`config.mk`:
```
export PLATFORM = sky130hd
export DESIGN_NAME = touch_adc_control_two
export DESIGN_NICKNAME = d
export VERILOG_FILES = /design/src/touch_ctl_pkg.sv /design/src/conv_ctl_if.sv /design/src/power_manager.sv /design/src/settle_timer.sv /design/src/touch_adc_control_two.sv
export SDC_FILE = /design/constraint.sdc
export NUM_CORES = 1
export LEC_CHECK = 0
export BUFFER_PORTS_ARGS = -buffer_cell sky130_fd_sc_hd__clkbuf_2
export CORE_MARGIN = 3
export CORE_UTILIZATION = 30
export CTS_CLUSTER_SIZE = 8
export DETAILED_ROUTE_END_ITERATION = 7
export PLACE_DENSITY = 0.56
export SETUP_SLACK_MARGIN = 0.3
export SYNTH_ARGS = -nofsm -noshare
export SYNTH_HDL_FRONTEND = slang
export SYNTH_SLANG_ARGS = --single-unit
```
`constraint.sdc`:
```
create_clock -name i_sys_clk -period 2.01 [get_ports i_sys_clk]
set_clock_uncertainty 0.1 [all_clocks]
set_input_delay 0.201 -clock i_sys_clk [delete_from_list [all_inputs] [get_ports i_sys_clk]]
set_output_delay 0.201 -clock i_sys_clk [all_outputs]
set_load 0.01 [all_outputs]
```
`src/touch_ctl_pkg.sv`:
```
// Shared constants for the second control register of the touch converter controller
package touch_ctl_pkg;
	// Register map
	localparam logic [7:0] CTL2_ADDR = 8'h02;
	localparam logic [15:0] CTL2_RESET = 16'h4040;
	// Field positions
	localparam int POWER_HI = 15;
	localparam int POWER_LO = 14;
	localparam int PIN_EN_BIT = 13;
	localparam int PIN_LEVEL_BIT = 12;
	localparam int PIN_DIR_BIT = 11;
	localparam int PIN_POL_BIT = 10;
	localparam int SINGLE_END_BIT = 9;
	localparam int AVG_HI = 8;
	localparam int AVG_LO = 7;
	localparam int MED_HI = 6;
	localparam int MED_LO = 5;
	localparam int SOFT_RST_BIT = 4;
	localparam int DELAY_HI = 3;
	localparam int DELAY_LO = 0;
	// Power management codes
	localparam logic [1:0] PWR_OFF = 2'h0;
	localparam logic [1:0] PWR_ALWAYS_ON = 2'h2;
	// Conversion mode codes
	localparam logic [1:0] MODE_NONE = 2'h0;
	localparam logic [1:0] MODE_SINGLE = 2'h1;
	localparam logic [1:0] MODE_SLAVE = 2'h2;
	localparam logic [1:0] MODE_MASTER = 2'h3;
	// Settling delay timing
	localparam int CLK_MHZ = 100;
	localparam int DELAY_STEP_US = 128;
	localparam int DELAY_STEP_CYCLES = DELAY_STEP_US * CLK_MHZ;
	localparam int DELAY_CNT_W = 24;

	typedef enum logic [1:0] {
		PIN_ANALOG,
		PIN_OUTPUT,
		PIN_INPUT
	} pin_use_t;

	// Averaging length in samples; 00 means one sample when median is off
	function automatic logic [4:0] avg_len(input logic [1:0] code, input logic [1:0] middle_value_filter_size);
		case (code)
			2'h0: avg_len = (middle_value_filter_size == 2'h0) ? 5'h01 : 5'h02;
			2'h1: avg_len = 5'h04;
			2'h2: avg_len = 5'h08;
			default: avg_len = 5'h10;
		endcase
	endfunction

	function automatic logic [4:0] med_len(input logic [1:0] code);
		case (code)
			2'h0: med_len = 5'h00;
			2'h1: med_len = 5'h04;
			2'h2: med_len = 5'h08;
			default: med_len = 5'h10;
		endcase
	endfunction
endpackage

```
`src/conv_ctl_if.sv`:
```
// Control signals shared between the register bank, the power manager and the settling timer
`timescale 1ns/1ps
interface conv_ctl_if;
	logic soft_clear;
	logic [1:0] power_state_select;
	logic [1:0] conv_mode;
	logic touch;
	logic conv_active;
	logic adc_pwr;
	logic osc_pwr;
	logic bias_pwr;
	logic temp_pwr;
	logic [3:0] settling_delay;
	logic start;
	logic need_settle;
	logic go;
	logic waiting;

	modport bank (output soft_clear, power_state_select, conv_mode, touch, conv_active, settling_delay,
		start, need_settle, input adc_pwr, osc_pwr, bias_pwr, temp_pwr, go, waiting);
	modport power (input soft_clear, power_state_select, conv_mode, touch, conv_active,
		output adc_pwr, osc_pwr, bias_pwr, temp_pwr);
	modport timer (input soft_clear, settling_delay, start, need_settle, output go, waiting);
endinterface

```
`src/power_manager.sv`:
```
// Analog block power enables chosen from power state and conversion mode
`timescale 1ns/1ps
module power_manager (
	// Clock and reset
	input wire logic i_sys_clk,
	input wire logic i_rst_n,
	// Control
	conv_ctl_if.power ctl
);
	always_ff @(posedge i_sys_clk or negedge i_rst_n) begin
		if (!i_rst_n) begin
			ctl.adc_pwr <= 1'b0;
			ctl.osc_pwr <= 1'b0;
			ctl.bias_pwr <= 1'b0;
			ctl.temp_pwr <= 1'b0;
		end else if (ctl.soft_clear || ctl.power_state_select == touch_ctl_pkg::PWR_OFF) begin
			ctl.adc_pwr <= 1'b0;
			ctl.osc_pwr <= 1'b0;
			ctl.bias_pwr <= 1'b0;
			ctl.temp_pwr <= 1'b0;
		end else if (ctl.power_state_select == touch_ctl_pkg::PWR_ALWAYS_ON) begin
			ctl.adc_pwr <= 1'b1;
			ctl.osc_pwr <= 1'b1;
			ctl.bias_pwr <= 1'b1;
			ctl.temp_pwr <= ctl.conv_active;
		end else begin
			case (ctl.conv_mode)
				touch_ctl_pkg::MODE_MASTER: begin
					// Everything sleeps until a touch wakes it
					ctl.adc_pwr <= ctl.touch || ctl.conv_active;
					ctl.osc_pwr <= ctl.touch || ctl.conv_active;
					ctl.bias_pwr <= ctl.touch || ctl.conv_active;
					ctl.temp_pwr <= ctl.touch || ctl.conv_active;
				end
				touch_ctl_pkg::MODE_SLAVE, touch_ctl_pkg::MODE_SINGLE: begin
					// Oscillator and bias keep running for the interval timer
					ctl.adc_pwr <= ctl.conv_active;
					ctl.osc_pwr <= 1'b1;
					ctl.bias_pwr <= 1'b1;
					ctl.temp_pwr <= ctl.conv_active;
				end
				default: begin
					ctl.adc_pwr <= 1'b0;
					ctl.osc_pwr <= 1'b0;
					ctl.bias_pwr <= 1'b0;
					ctl.temp_pwr <= 1'b0;
				end
			endcase
		end
	end
endmodule

```
`src/settle_timer.sv`:
```
// First conversion delay: holds a conversion request for (code + 1) delay steps
`timescale 1ns/1ps
module settle_timer #(
	parameter int STEP_CYCLES = touch_ctl_pkg::DELAY_STEP_CYCLES
) (
	// Clock and reset
	input wire logic i_sys_clk,
	input wire logic i_rst_n,
	// Control
	conv_ctl_if.timer ctl
);
	typedef enum logic {
		T_IDLE,
		T_WAIT
	} tstate_t;

	localparam logic [touch_ctl_pkg::DELAY_CNT_W-1:0] STEP = STEP_CYCLES[touch_ctl_pkg::DELAY_CNT_W-1:0];

	tstate_t state_r;
	logic [touch_ctl_pkg::DELAY_CNT_W-1:0] cnt_r;
	logic [4:0] steps_r;

	always_ff @(posedge i_sys_clk or negedge i_rst_n) begin
		if (!i_rst_n) begin
			state_r <= T_IDLE;
			cnt_r <= '0;
			steps_r <= '0;
			ctl.go <= 1'b0;
		end else if (ctl.soft_clear) begin
			state_r <= T_IDLE;
			cnt_r <= '0;
			steps_r <= '0;
			ctl.go <= 1'b0;
		end else begin
			ctl.go <= 1'b0;
			case (state_r)
				T_IDLE: begin
					if (ctl.start && ctl.need_settle) begin
						state_r <= T_WAIT;
						cnt_r <= STEP - 1'b1;
						steps_r <= {1'b0, ctl.settling_delay};
					end else if (ctl.start) begin
						ctl.go <= 1'b1;
					end
				end
				default: begin
					if (cnt_r != '0) begin
						cnt_r <= cnt_r - 1'b1;
					end else if (steps_r != '0) begin
						steps_r <= steps_r - 1'b1;
						cnt_r <= STEP - 1'b1;
					end else begin
						state_r <= T_IDLE;
						ctl.go <= 1'b1;
					end
				end
			endcase
		end
	end

	assign ctl.waiting = (state_r == T_WAIT);
endmodule

```
`src/touch_adc_control_two.sv`:
```
// Second control register: power policy, spare pin, filter sizes, soft reset and settling delay
// Function
// Power code 00 shuts every analog block down
// Master mode sleeps all blocks until touch
// Slave/single keep oscillator, bias; converter on demand
// Power code 10 keeps converter, bias, oscillator on
// Bit 13 turns shared pin into spare pin
// Bit 10 sets spare pin active level
// Bit 9 picks single-ended over ratiometric conversion
// Bits 8:7 set averaging length
// Bits 6:5 set median window or off
// Writing one to bit 4 resets logic
// Bits 3:0 give delay in 128 us steps
// Delay precedes touch channels and first conversion
// Spare pin enabled blocks aux and battery selection
// Conversion mode input steers power behaviour
// Direction bit picks output or input; level follows
`timescale 1ns/1ps
module touch_adc_control_two #(
	parameter int DELAY_STEP_CYCLES = touch_ctl_pkg::DELAY_STEP_CYCLES
) (
	// Clock and reset
	input wire logic i_sys_clk,
	input wire logic i_rst_n,
	// Register access from the serial host interface
	input wire logic i_reg_wr,
	input wire logic i_reg_rd,
	input wire logic [7:0] i_reg_addr,
	input wire logic [15:0] i_reg_wdata,
	output logic [15:0] o_reg_rdata,
	// Sequencer status
	input wire logic [1:0] i_conv_mode,
	input wire logic i_touch,
	input wire logic i_conv_active,
	input wire logic i_conv_request,
	input wire logic i_touch_channel,
	input wire logic i_aux_select,
	input wire logic i_vbat_select,
	// Sequencer control
	output logic o_conv_go,
	output logic o_settling,
	output logic o_digital_reset,
	output logic o_aux_measure,
	output logic o_vbat_measure,
	// Conversion setup
	output logic o_single_ended,
	output logic [4:0] o_average_len,
	output logic [4:0] o_median_len,
	// Analog power enables
	output logic o_adc_power,
	output logic o_osc_power,
	output logic o_bias_power,
	output logic o_temp_power,
	// Shared auxiliary / spare pin
	input wire logic i_spare_pin,
	output logic o_spare_pin,
	output logic o_spare_pin_oe,
	output logic o_spare_pin_enabled
);
	conv_ctl_if ctl ();

	logic [1:0] power_state_select_r;
	logic spare_pin_enable_r;
	logic spare_pin_level_r;
	logic spare_pin_dir_r;
	logic spare_pin_polarity_r;
	logic single_ended_select_r;
	logic [1:0] averaging_count_r;
	logic [1:0] middle_value_filter_size_r;
	logic [3:0] settling_delay_r;
	logic soft_reset_r;
	logic pin_in_r;
	logic first_conv_r;
	logic wr_hit;
	logic rd_hit;
	logic [15:0] rd_word;
	touch_ctl_pkg::pin_use_t pin_use;

	assign wr_hit = i_reg_wr && (i_reg_addr == touch_ctl_pkg::CTL2_ADDR);
	assign rd_hit = i_reg_rd && (i_reg_addr == touch_ctl_pkg::CTL2_ADDR);

	always_comb begin
		if (!spare_pin_enable_r) begin
			pin_use = touch_ctl_pkg::PIN_ANALOG;
		end else if (spare_pin_dir_r) begin
			pin_use = touch_ctl_pkg::PIN_INPUT;
		end else begin
			pin_use = touch_ctl_pkg::PIN_OUTPUT;
		end
	end

	// Soft reset: one-cycle pulse, a cycle after the write, that clears the submodules; the register clears on the write itself
	always_ff @(posedge i_sys_clk or negedge i_rst_n) begin
		if (!i_rst_n) begin
			soft_reset_r <= 1'b0;
		end else begin
			soft_reset_r <= wr_hit && i_reg_wdata[touch_ctl_pkg::SOFT_RST_BIT];
		end
	end

	// Register fields; the reset bit itself is never stored and reads back as zero
	always_ff @(posedge i_sys_clk or negedge i_rst_n) begin
		if (!i_rst_n) begin
			power_state_select_r <= touch_ctl_pkg::CTL2_RESET[touch_ctl_pkg::POWER_HI:touch_ctl_pkg::POWER_LO];
			spare_pin_enable_r <= touch_ctl_pkg::CTL2_RESET[touch_ctl_pkg::PIN_EN_BIT];
			spare_pin_level_r <= touch_ctl_pkg::CTL2_RESET[touch_ctl_pkg::PIN_LEVEL_BIT];
			spare_pin_dir_r <= touch_ctl_pkg::CTL2_RESET[touch_ctl_pkg::PIN_DIR_BIT];
			spare_pin_polarity_r <= touch_ctl_pkg::CTL2_RESET[touch_ctl_pkg::PIN_POL_BIT];
			single_ended_select_r <= touch_ctl_pkg::CTL2_RESET[touch_ctl_pkg::SINGLE_END_BIT];
			averaging_count_r <= touch_ctl_pkg::CTL2_RESET[touch_ctl_pkg::AVG_HI:touch_ctl_pkg::AVG_LO];
			middle_value_filter_size_r <= touch_ctl_pkg::CTL2_RESET[touch_ctl_pkg::MED_HI:touch_ctl_pkg::MED_LO];
			settling_delay_r <= touch_ctl_pkg::CTL2_RESET[touch_ctl_pkg::DELAY_HI:touch_ctl_pkg::DELAY_LO];
		end else if (wr_hit && i_reg_wdata[touch_ctl_pkg::SOFT_RST_BIT]) begin
			// Whole register returns to its default, the rest of the written word is dropped
			power_state_select_r <= touch_ctl_pkg::CTL2_RESET[touch_ctl_pkg::POWER_HI:touch_ctl_pkg::POWER_LO];
			spare_pin_enable_r <= touch_ctl_pkg::CTL2_RESET[touch_ctl_pkg::PIN_EN_BIT];
			spare_pin_level_r <= touch_ctl_pkg::CTL2_RESET[touch_ctl_pkg::PIN_LEVEL_BIT];
			spare_pin_dir_r <= touch_ctl_pkg::CTL2_RESET[touch_ctl_pkg::PIN_DIR_BIT];
			spare_pin_polarity_r <= touch_ctl_pkg::CTL2_RESET[touch_ctl_pkg::PIN_POL_BIT];
			single_ended_select_r <= touch_ctl_pkg::CTL2_RESET[touch_ctl_pkg::SINGLE_END_BIT];
			averaging_count_r <= touch_ctl_pkg::CTL2_RESET[touch_ctl_pkg::AVG_HI:touch_ctl_pkg::AVG_LO];
			middle_value_filter_size_r <= touch_ctl_pkg::CTL2_RESET[touch_ctl_pkg::MED_HI:touch_ctl_pkg::MED_LO];
			settling_delay_r <= touch_ctl_pkg::CTL2_RESET[touch_ctl_pkg::DELAY_HI:touch_ctl_pkg::DELAY_LO];
		end else if (wr_hit) begin
			power_state_select_r <= i_reg_wdata[touch_ctl_pkg::POWER_HI:touch_ctl_pkg::POWER_LO];
			spare_pin_enable_r <= i_reg_wdata[touch_ctl_pkg::PIN_EN_BIT];
			spare_pin_level_r <= i_reg_wdata[touch_ctl_pkg::PIN_LEVEL_BIT];
			spare_pin_dir_r <= i_reg_wdata[touch_ctl_pkg::PIN_DIR_BIT];
			spare_pin_polarity_r <= i_reg_wdata[touch_ctl_pkg::PIN_POL_BIT];
			single_ended_select_r <= i_reg_wdata[touch_ctl_pkg::SINGLE_END_BIT];
			averaging_count_r <= i_reg_wdata[touch_ctl_pkg::AVG_HI:touch_ctl_pkg::AVG_LO];
			middle_value_filter_size_r <= i_reg_wdata[touch_ctl_pkg::MED_HI:touch_ctl_pkg::MED_LO];
			settling_delay_r <= i_reg_wdata[touch_ctl_pkg::DELAY_HI:touch_ctl_pkg::DELAY_LO];
		end
	end

	// Input level converted to logical sense through the polarity bit
	always_ff @(posedge i_sys_clk or negedge i_rst_n) begin
		if (!i_rst_n) begin
			pin_in_r <= 1'b0;
		end else begin
			pin_in_r <= spare_pin_polarity_r ? i_spare_pin : ~i_spare_pin;
		end
	end

	// Spare pin drive; pad is released whenever it is analog or an input
	always_ff @(posedge i_sys_clk or negedge i_rst_n) begin
		if (!i_rst_n) begin
			o_spare_pin <= 1'b0;
			o_spare_pin_oe <= 1'b0;
			o_spare_pin_enabled <= 1'b0;
		end else begin
			o_spare_pin_enabled <= spare_pin_enable_r;
			o_spare_pin_oe <= (pin_use == touch_ctl_pkg::PIN_OUTPUT);
			o_spare_pin <= (pin_use == touch_ctl_pkg::PIN_OUTPUT) &&
				(spare_pin_polarity_r ? spare_pin_level_r : ~spare_pin_level_r);
		end
	end

	// Channel gating: battery wins over aux, both are blocked by the spare pin
	always_ff @(posedge i_sys_clk or negedge i_rst_n) begin
		if (!i_rst_n) begin
			o_aux_measure <= 1'b0;
			o_vbat_measure <= 1'b0;
		end else begin
			o_aux_measure <= !spare_pin_enable_r && i_aux_select && !i_vbat_select;
			o_vbat_measure <= !spare_pin_enable_r && i_vbat_select;
		end
	end

	// Conversion setup decoded for the filter and converter
	always_ff @(posedge i_sys_clk or negedge i_rst_n) begin
		if (!i_rst_n) begin
			o_single_ended <= 1'b0;
			o_average_len <= 5'h00;
			o_median_len <= 5'h00;
		end else begin
			o_single_ended <= single_ended_select_r;
			o_average_len <= touch_ctl_pkg::avg_len(averaging_count_r, middle_value_filter_size_r);
			o_median_len <= touch_ctl_pkg::med_len(middle_value_filter_size_r);
		end
	end

	// First conversion after the converter was asleep always waits for power-up
	always_ff @(posedge i_sys_clk or negedge i_rst_n) begin
		if (!i_rst_n) begin
			first_conv_r <= 1'b1;
		end else if (soft_reset_r || !ctl.adc_pwr) begin
			first_conv_r <= 1'b1;
		end else if (ctl.go) begin
			first_conv_r <= 1'b0;
		end
	end

	assign ctl.soft_clear = soft_reset_r;
	assign ctl.power_state_select = power_state_select_r;
	assign ctl.conv_mode = i_conv_mode;
	assign ctl.touch = i_touch;
	assign ctl.conv_active = i_conv_active;
	assign ctl.settling_delay = settling_delay_r;
	assign ctl.start = i_conv_request && !ctl.waiting;
	assign ctl.need_settle = i_touch_channel || first_conv_r;

	power_manager u_power (
		.i_sys_clk(i_sys_clk),
		.i_rst_n(i_rst_n),
		.ctl(ctl.power)
	);

	settle_timer #(
		.STEP_CYCLES(DELAY_STEP_CYCLES)
	) u_timer (
		.i_sys_clk(i_sys_clk),
		.i_rst_n(i_rst_n),
		.ctl(ctl.timer)
	);

	// Sequencer and power outputs re-timed so every port leaves a flop here
	always_ff @(posedge i_sys_clk or negedge i_rst_n) begin
		if (!i_rst_n) begin
			o_conv_go <= 1'b0;
			o_settling <= 1'b0;
			o_digital_reset <= 1'b0;
			o_adc_power <= 1'b0;
			o_osc_power <= 1'b0;
			o_bias_power <= 1'b0;
			o_temp_power <= 1'b0;
		end else begin
			o_conv_go <= ctl.go;
			o_settling <= ctl.waiting;
			o_digital_reset <= soft_reset_r;
			o_adc_power <= ctl.adc_pwr;
			o_osc_power <= ctl.osc_pwr;
			o_bias_power <= ctl.bias_pwr;
			o_temp_power <= ctl.temp_pwr;
		end
	end

	// Read back; the data bit shows the sampled pin while it is an input
	always_comb begin
		rd_word = '0;
		rd_word[touch_ctl_pkg::POWER_HI:touch_ctl_pkg::POWER_LO] = power_state_select_r;
		rd_word[touch_ctl_pkg::PIN_EN_BIT] = spare_pin_enable_r;
		rd_word[touch_ctl_pkg::PIN_LEVEL_BIT] =
			(pin_use == touch_ctl_pkg::PIN_INPUT) ? pin_in_r : spare_pin_level_r;
		rd_word[touch_ctl_pkg::PIN_DIR_BIT] = spare_pin_dir_r;
		rd_word[touch_ctl_pkg::PIN_POL_BIT] = spare_pin_polarity_r;
		rd_word[touch_ctl_pkg::SINGLE_END_BIT] = single_ended_select_r;
		rd_word[touch_ctl_pkg::AVG_HI:touch_ctl_pkg::AVG_LO] = averaging_count_r;
		rd_word[touch_ctl_pkg::MED_HI:touch_ctl_pkg::MED_LO] = middle_value_filter_size_r;
		rd_word[touch_ctl_pkg::DELAY_HI:touch_ctl_pkg::DELAY_LO] = settling_delay_r;
	end

	always_ff @(posedge i_sys_clk or negedge i_rst_n) begin
		if (!i_rst_n) begin
			o_reg_rdata <= 16'h0000;
		end else if (rd_hit) begin
			o_reg_rdata <= rd_word;
		end else if (i_reg_rd) begin
			o_reg_rdata <= 16'h0000;
		end
	end
endmodule

```
### After elaboration in Yosys (flattened, before gate mapping)

Cells that the tools add are included.
W data, S select, Z words.

* reduce and logical (&&, ||, !) cells: 29
* divide/modulo/power cells: 0
* multipliers: 0
* shifts and indexed selects: 0
* eq/ne operators: 14
* muxes and demuxes: 59
* $lt $le $gt $ge: 0
* bitwise logic cells: 2
* $add $sub $neg: 2

Operators by type and width (count)
* $mux W24: 5
* $mux W1: 32
* $mux W16: 2
* $pmux W5 S3: 2
* $mux W5: 5
* $reduce_bool A24 Y1: 1
* $sub A24 B1 Y24 const B: 1
* $mux W2: 9
* $eq A2 B2 Y1 const B: 6
* $logic_and A1 B1 Y1: 9
* $eq A2 B1 Y1 const B: 4
* $eq A8 B2 Y1 const B: 1
* $mux W4: 2
* $logic_not A2 Y1: 3
* $ne A3 B3 Y1 const B: 2
* $reduce_bool A2 Y1: 3
* $reduce_bool A5 Y1: 1
* $sub A5 B1 Y5 const B: 1
* $logic_not A1 Y1: 4
* $logic_or A1 B1 Y1: 4
* $ne A4 B4 Y1 const B: 1
* $pmux W1 S2: 2
* $reduce_and A3 Y1: 1
* $reduce_bool A3 Y1: 1
* 3 further kinds: 4

* memory bits (writable): 0
* register bits: 90
* word-level logic and storage cells: 140
* latch bits: 0
* memories kept: 0
* ROM bits: 0
* output and inout bits: 39

### Depth between registers and ports, before layout

* word-level depth: 6
* depth in mapped cells: 9
* depth with buffers taken out: 7

### By module

A second synthesis with hierarchy kept.

* cells, all modules: 397
* area, all modules: 4295.4 um^2

By module, submodules not included
* touch_adc_control_two: area each 2095.8 um^2, cells each 153, instances 1
* settle_timer: area each 2015.7 um^2, cells each 225, instances 1
* power_manager: area each 183.9 um^2, cells each 19, instances 1

### Least setup slack after synthesis

Ideal clock, no wire load.

* path kind: flip-flop to flip-flop
* start point: register u_timer.cnt_r[0] (netlist name)
* end point: register u_timer.cnt_r[22] (netlist name)
* required time: 1.831 ns
* stages on the path, launching flop included: 9
* period minus slack after synthesis: 2.128 ns
* path slack: -0.118 ns
* path buffers: 1
* data arrival time: 1.948 ns
* path through: dfrtp_1 > inv_1 > ha_1 > nor3b_4 > and2_0 > buf_2 > nand3_1 > a2111oi_2 > mux2i_1

* cells in the longest elaborated chain, start to end: 4
* elaborated cells between the ends (all ways): 7

RTL lines
* start, declared: line settle_timer.sv:20 `logic [touch_ctl_pkg::DELAY_CNT_W-1:0] cnt_r;`
* start signal, assigned: line settle_timer.sv:40 `cnt_r <= STEP - 1'b1;`
* start signal, assigned: line settle_timer.sv:48 `cnt_r <= cnt_r - 1'b1;`
* start signal, assigned: line settle_timer.sv:51 `cnt_r <= STEP - 1'b1;`
* $sub A24 B1 Y24 or $reduce_bool A24 Y1 (tied branches): line settle_timer.sv:48, settle_timer.sv:47
* $mux W24: line settle_timer.sv:47 `if (cnt_r != '0) begin`
* $mux W24: line settle_timer.sv:36 `case (state_r)`
* $mux W24: line settle_timer.sv:29 `end else if (ctl.soft_clear) begin`

Parallel ways exist; a longest one is shown, timed or not.
A chain may end at the register's enable or synchronous reset.

### Final worst setup path

* start point: register u_timer.steps_r[0]
* end point: register u_timer.cnt_r[22] (netlist name)

* cells in the longest elaborated chain, start to end: 3

RTL lines
* start, declared: line settle_timer.sv:21 `logic [4:0] steps_r;`
* start signal, assigned: line settle_timer.sv:41 `steps_r <= {1'b0, ctl.settling_delay};`
* start signal, assigned: line settle_timer.sv:50 `steps_r <= steps_r - 1'b1;`
* $reduce_bool A5 Y1: line settle_timer.sv:49 `end else if (steps_r != '0) begin`
* $ne A4 B4 Y1 (no source line)
* $reduce_and A2 Y1 (no source line)

No other way between the ends.

==> qor.yml <==
cp.arrival_ns: 2.19
met1_usage: 0.194
finalSetupTns_ns: -0.128
p_total_mw: 5.31
setup_ws_ns: -0.0593
htreeDepth: 3
gp_congestion: 0.842
busiest_layer: "met2"
synth_seq_cells: 87
cts_sinks: 87
path_delay_family: "simple AND/OR/NAND/NOR gates"
critPathBufInv: 2
grt_setup_unrepaired: "true"
grt_start_max_net_pins: 33
area_growth_pct: 47.1
dpl-instance-area_um2: 5310
vdd_drop_max_v: 0.000556
met2_usage: 0.252
cap_violations: 0
crit_path_end_kind: "flip-flop"
drtIter0Drc: 142
synth_top_family_by_area: "simple AND/OR/NAND/NOR gates"
slowest_delay_ns: 0.42
cts_made_buffers: 9
port_buffers: 72
synth-simple-area-share: 0.210
place_hpwl_mm: 8.27
cts_buffer_depth: 2
path_max_fanout: 7
pwr_density_cell_nw_per_um2: 845
antenna_found_initial: 0
drcViolationCount: 0
final_util: 0.463
core_region_area_um2: 13600
maxSlewViolCount: 0
synth_enable_flop_cells: 0
synthMuxAreaShare: 0.0167
stdcell_area_um2: 6280
clkTransAtPathRegs_ns: 0.07
die_area_um2: 15700
clk_latency_ns: 0.35
firstDrtPassIters: 4
syn_avg_cell_area_um2: 9.92
setup_viol: 3
min_period_ns: 2.07
diodes: 0
cts-root-buf: "clkbuf_16"
row_count: 42
worst-path-stages: 8
grt_overflow_total: 0
final_common_cell: "dfrtp_1"
startpoint_type: "flip-flop"
fp.dieW_um: 125
critPathKind: "reg -> reg"
netlist-cell-type-count: 68
cts_tree: "yes"
crit_slowest_cell: "dfrtp_1"
grt_pass1_wl_mm: 19.8
final_cell_mix: "dfrtp_1, buf_4, clkbuf_2"
wl_per_cell_um: 15.4
min_period_over_period: 1.03
ios: 76
postSynth.asyncResetShare: 1.00
yosysSeqAreaShare: 0.511
holdCritPathClass: "in -> reg"
die_height_um: 125
violations: "setup timing"
nNetsFinal: 636
drive_gt1_frac: 0.408
vias: 3936
syn_inst: 430
yosys_most_used_dff: "dfrtp_1"
wl_mm: 11.9
status: "finished, violations left"
via_per_inst: 5.09
yosys_warnings: 0
power_leakage_nw: 2.74
grt_usage: 0.153
gr-usage-met3: 0.0452
grt_pass1_vias: 3969
syn-cell-area_um2: 4270
start_util: 0.315
drtAntennaViolNets: 0
timing.final.hold_violations: 0
n_fill_cell: 1287
synth_xor_area_frac: 0.00411
rr_worst_depth: 8
worst_hold_path.num_cells: 3
synth_compound_area_frac: 0.191
fmax_mhz: 483
synth_fa_ha_area_frac: 0.0176
cp_cell_sequence: "inv_2, ha_4, nor4b_4, nand4_1, buf_6, o2111ai_4, a2111oi_4, mux2i_1"
worstPathRequired_ns: 2.13
==> where the power goes <==
part | total, mW | switching [mW] | internal, mW
logic | 1.53 | 0.777 | 0.750
clock network | 1.64 | 0.776 | 0.868
registers | 2.13 | 0.207 | 1.93
==> layer usage <==
metal,share of wire,wire (µm),vias up
met5,0,0,-
met4,0.012,144,0
met3,0.058,687,16
met2,0.49,5860,107
met1,0.44,5230,1936
li1,-,-,1877
==> cell families after synthesis <==
| kind of cell | Yosys count |
|---|---|
| buf+inv | 47 |
| xor+xnor | 2 |
| compound gates | 116 |
| flops | 87 |
| mux | 7 |
| fa+ha+maj | 6 |
| simple gates | 164 |
| other cells | 1 |
==> metrics by stage <==
step	hold slack [ns]	std cells	setup WS (ns)
5_1_grt	0.0601	774	-0.125
3_5_place_dp	0.0698	722	-0.135
4_1_cts	0.0221	765	-0.0104
6_report	0.0380	774	-0.0593
3_3_place_gp	0.0664	722	-0.205
2_1_floorplan	-0.195	432	0.0196
==> final timing paths <==
path	slack, ns	start	to
max in group asynchronous	0.91	i_rst_n	middle_value_filter_size_r[1]
min	0.04	i_reg_wdata[6]	middle_value_filter_size_r[1]
min reg2reg	0.25	u_power.ctl.temp_pwr	o_temp_power
max reg2reg	-0.06	u_timer.steps_r[0]	u_timer.cnt_r[22]
max	-0.06	u_timer.steps_r[0]	u_timer.cnt_r[22]
min in group asynchronous	0.23	i_rst_n	u_timer.cnt_r[8]
==> Yosys cell counts, types with 4 or more instances <==
cell,instances,area (µm²)
dfrtp_1,84,2100
nand2_1,53,199
nor2_1,25,93.8
inv_1,23,86.3
o21ai_0,23,115
nand3_1,16,80.1
nor3_1,16,80.1
o22ai_1,15,93.8
a21oi_1,13,65.1
clkbuf_1,12,45.0
o21a_1,10,75.1
a31oi_1,8,50.1
nor2b_1,8,50.1
nand2b_1,7,43.8
buf_2,6,30.0
ha_1,6,75.1
mux2i_1,6,60.1
a21o_1,5,37.5
nor4_1,5,31.3
and3_1,4,25.0
buf_4,4,30.0
o2111ai_1,4,35.0
o22a_1,4,35.0
or3_1,4,25.0
==> registers in the layout, indices dropped and copies added (netlist names), 2 cells and up <==
| register | count |
|---|---|
| averaging_count_r | 2 |
| u_timer.steps_r | 5 |
| u_timer.cnt_r | 24 |
| middle_value_filter_size_r | 2 |
| o_average_len | 5 |
| o_median_len | 3 |
| ctl.power_state_select | 2 |
| o_reg_rdata | 15 |
| ctl.settling_delay | 4 |
==> final cells by class <==
cell class / count / area (µm²) / area share
Clock buffer: 9 / 225 / 0.0359
Timing Repair Buffer: 172 / 1220 / 0.195
Tap cell: 176 / 220 / 0.0351
Multi-Input combinational cell: 299 / 2260 / 0.361
Sequential cell: 87 / 2180 / 0.348
Inverter: 24 / 93.8 / 0.0149
Clock inverter: 7 / 67.6 / 0.0108
==> what timing repair did <==
| action | 4_1_cts | 5_1_grt |
|---|---|---|
| resized for setup | 38 | 30 |
| endpoints found under the hold margin | 44 | 0 |
| pin swaps | 16 | 16 |
| cloned | 0 | 1 |
| hold buffers | 18 | 0 |
| buffers inserted | 9 | 8 |
| endpoints found under the setup margin | 31 | 31 |
==> tightest hold or removal path, stage by stage <==
cell      delay (ns)
clkbuf_2        0.07
nor2_1          0.04
o21ai_0         0.13
Power figures use the tool's default switching activity.
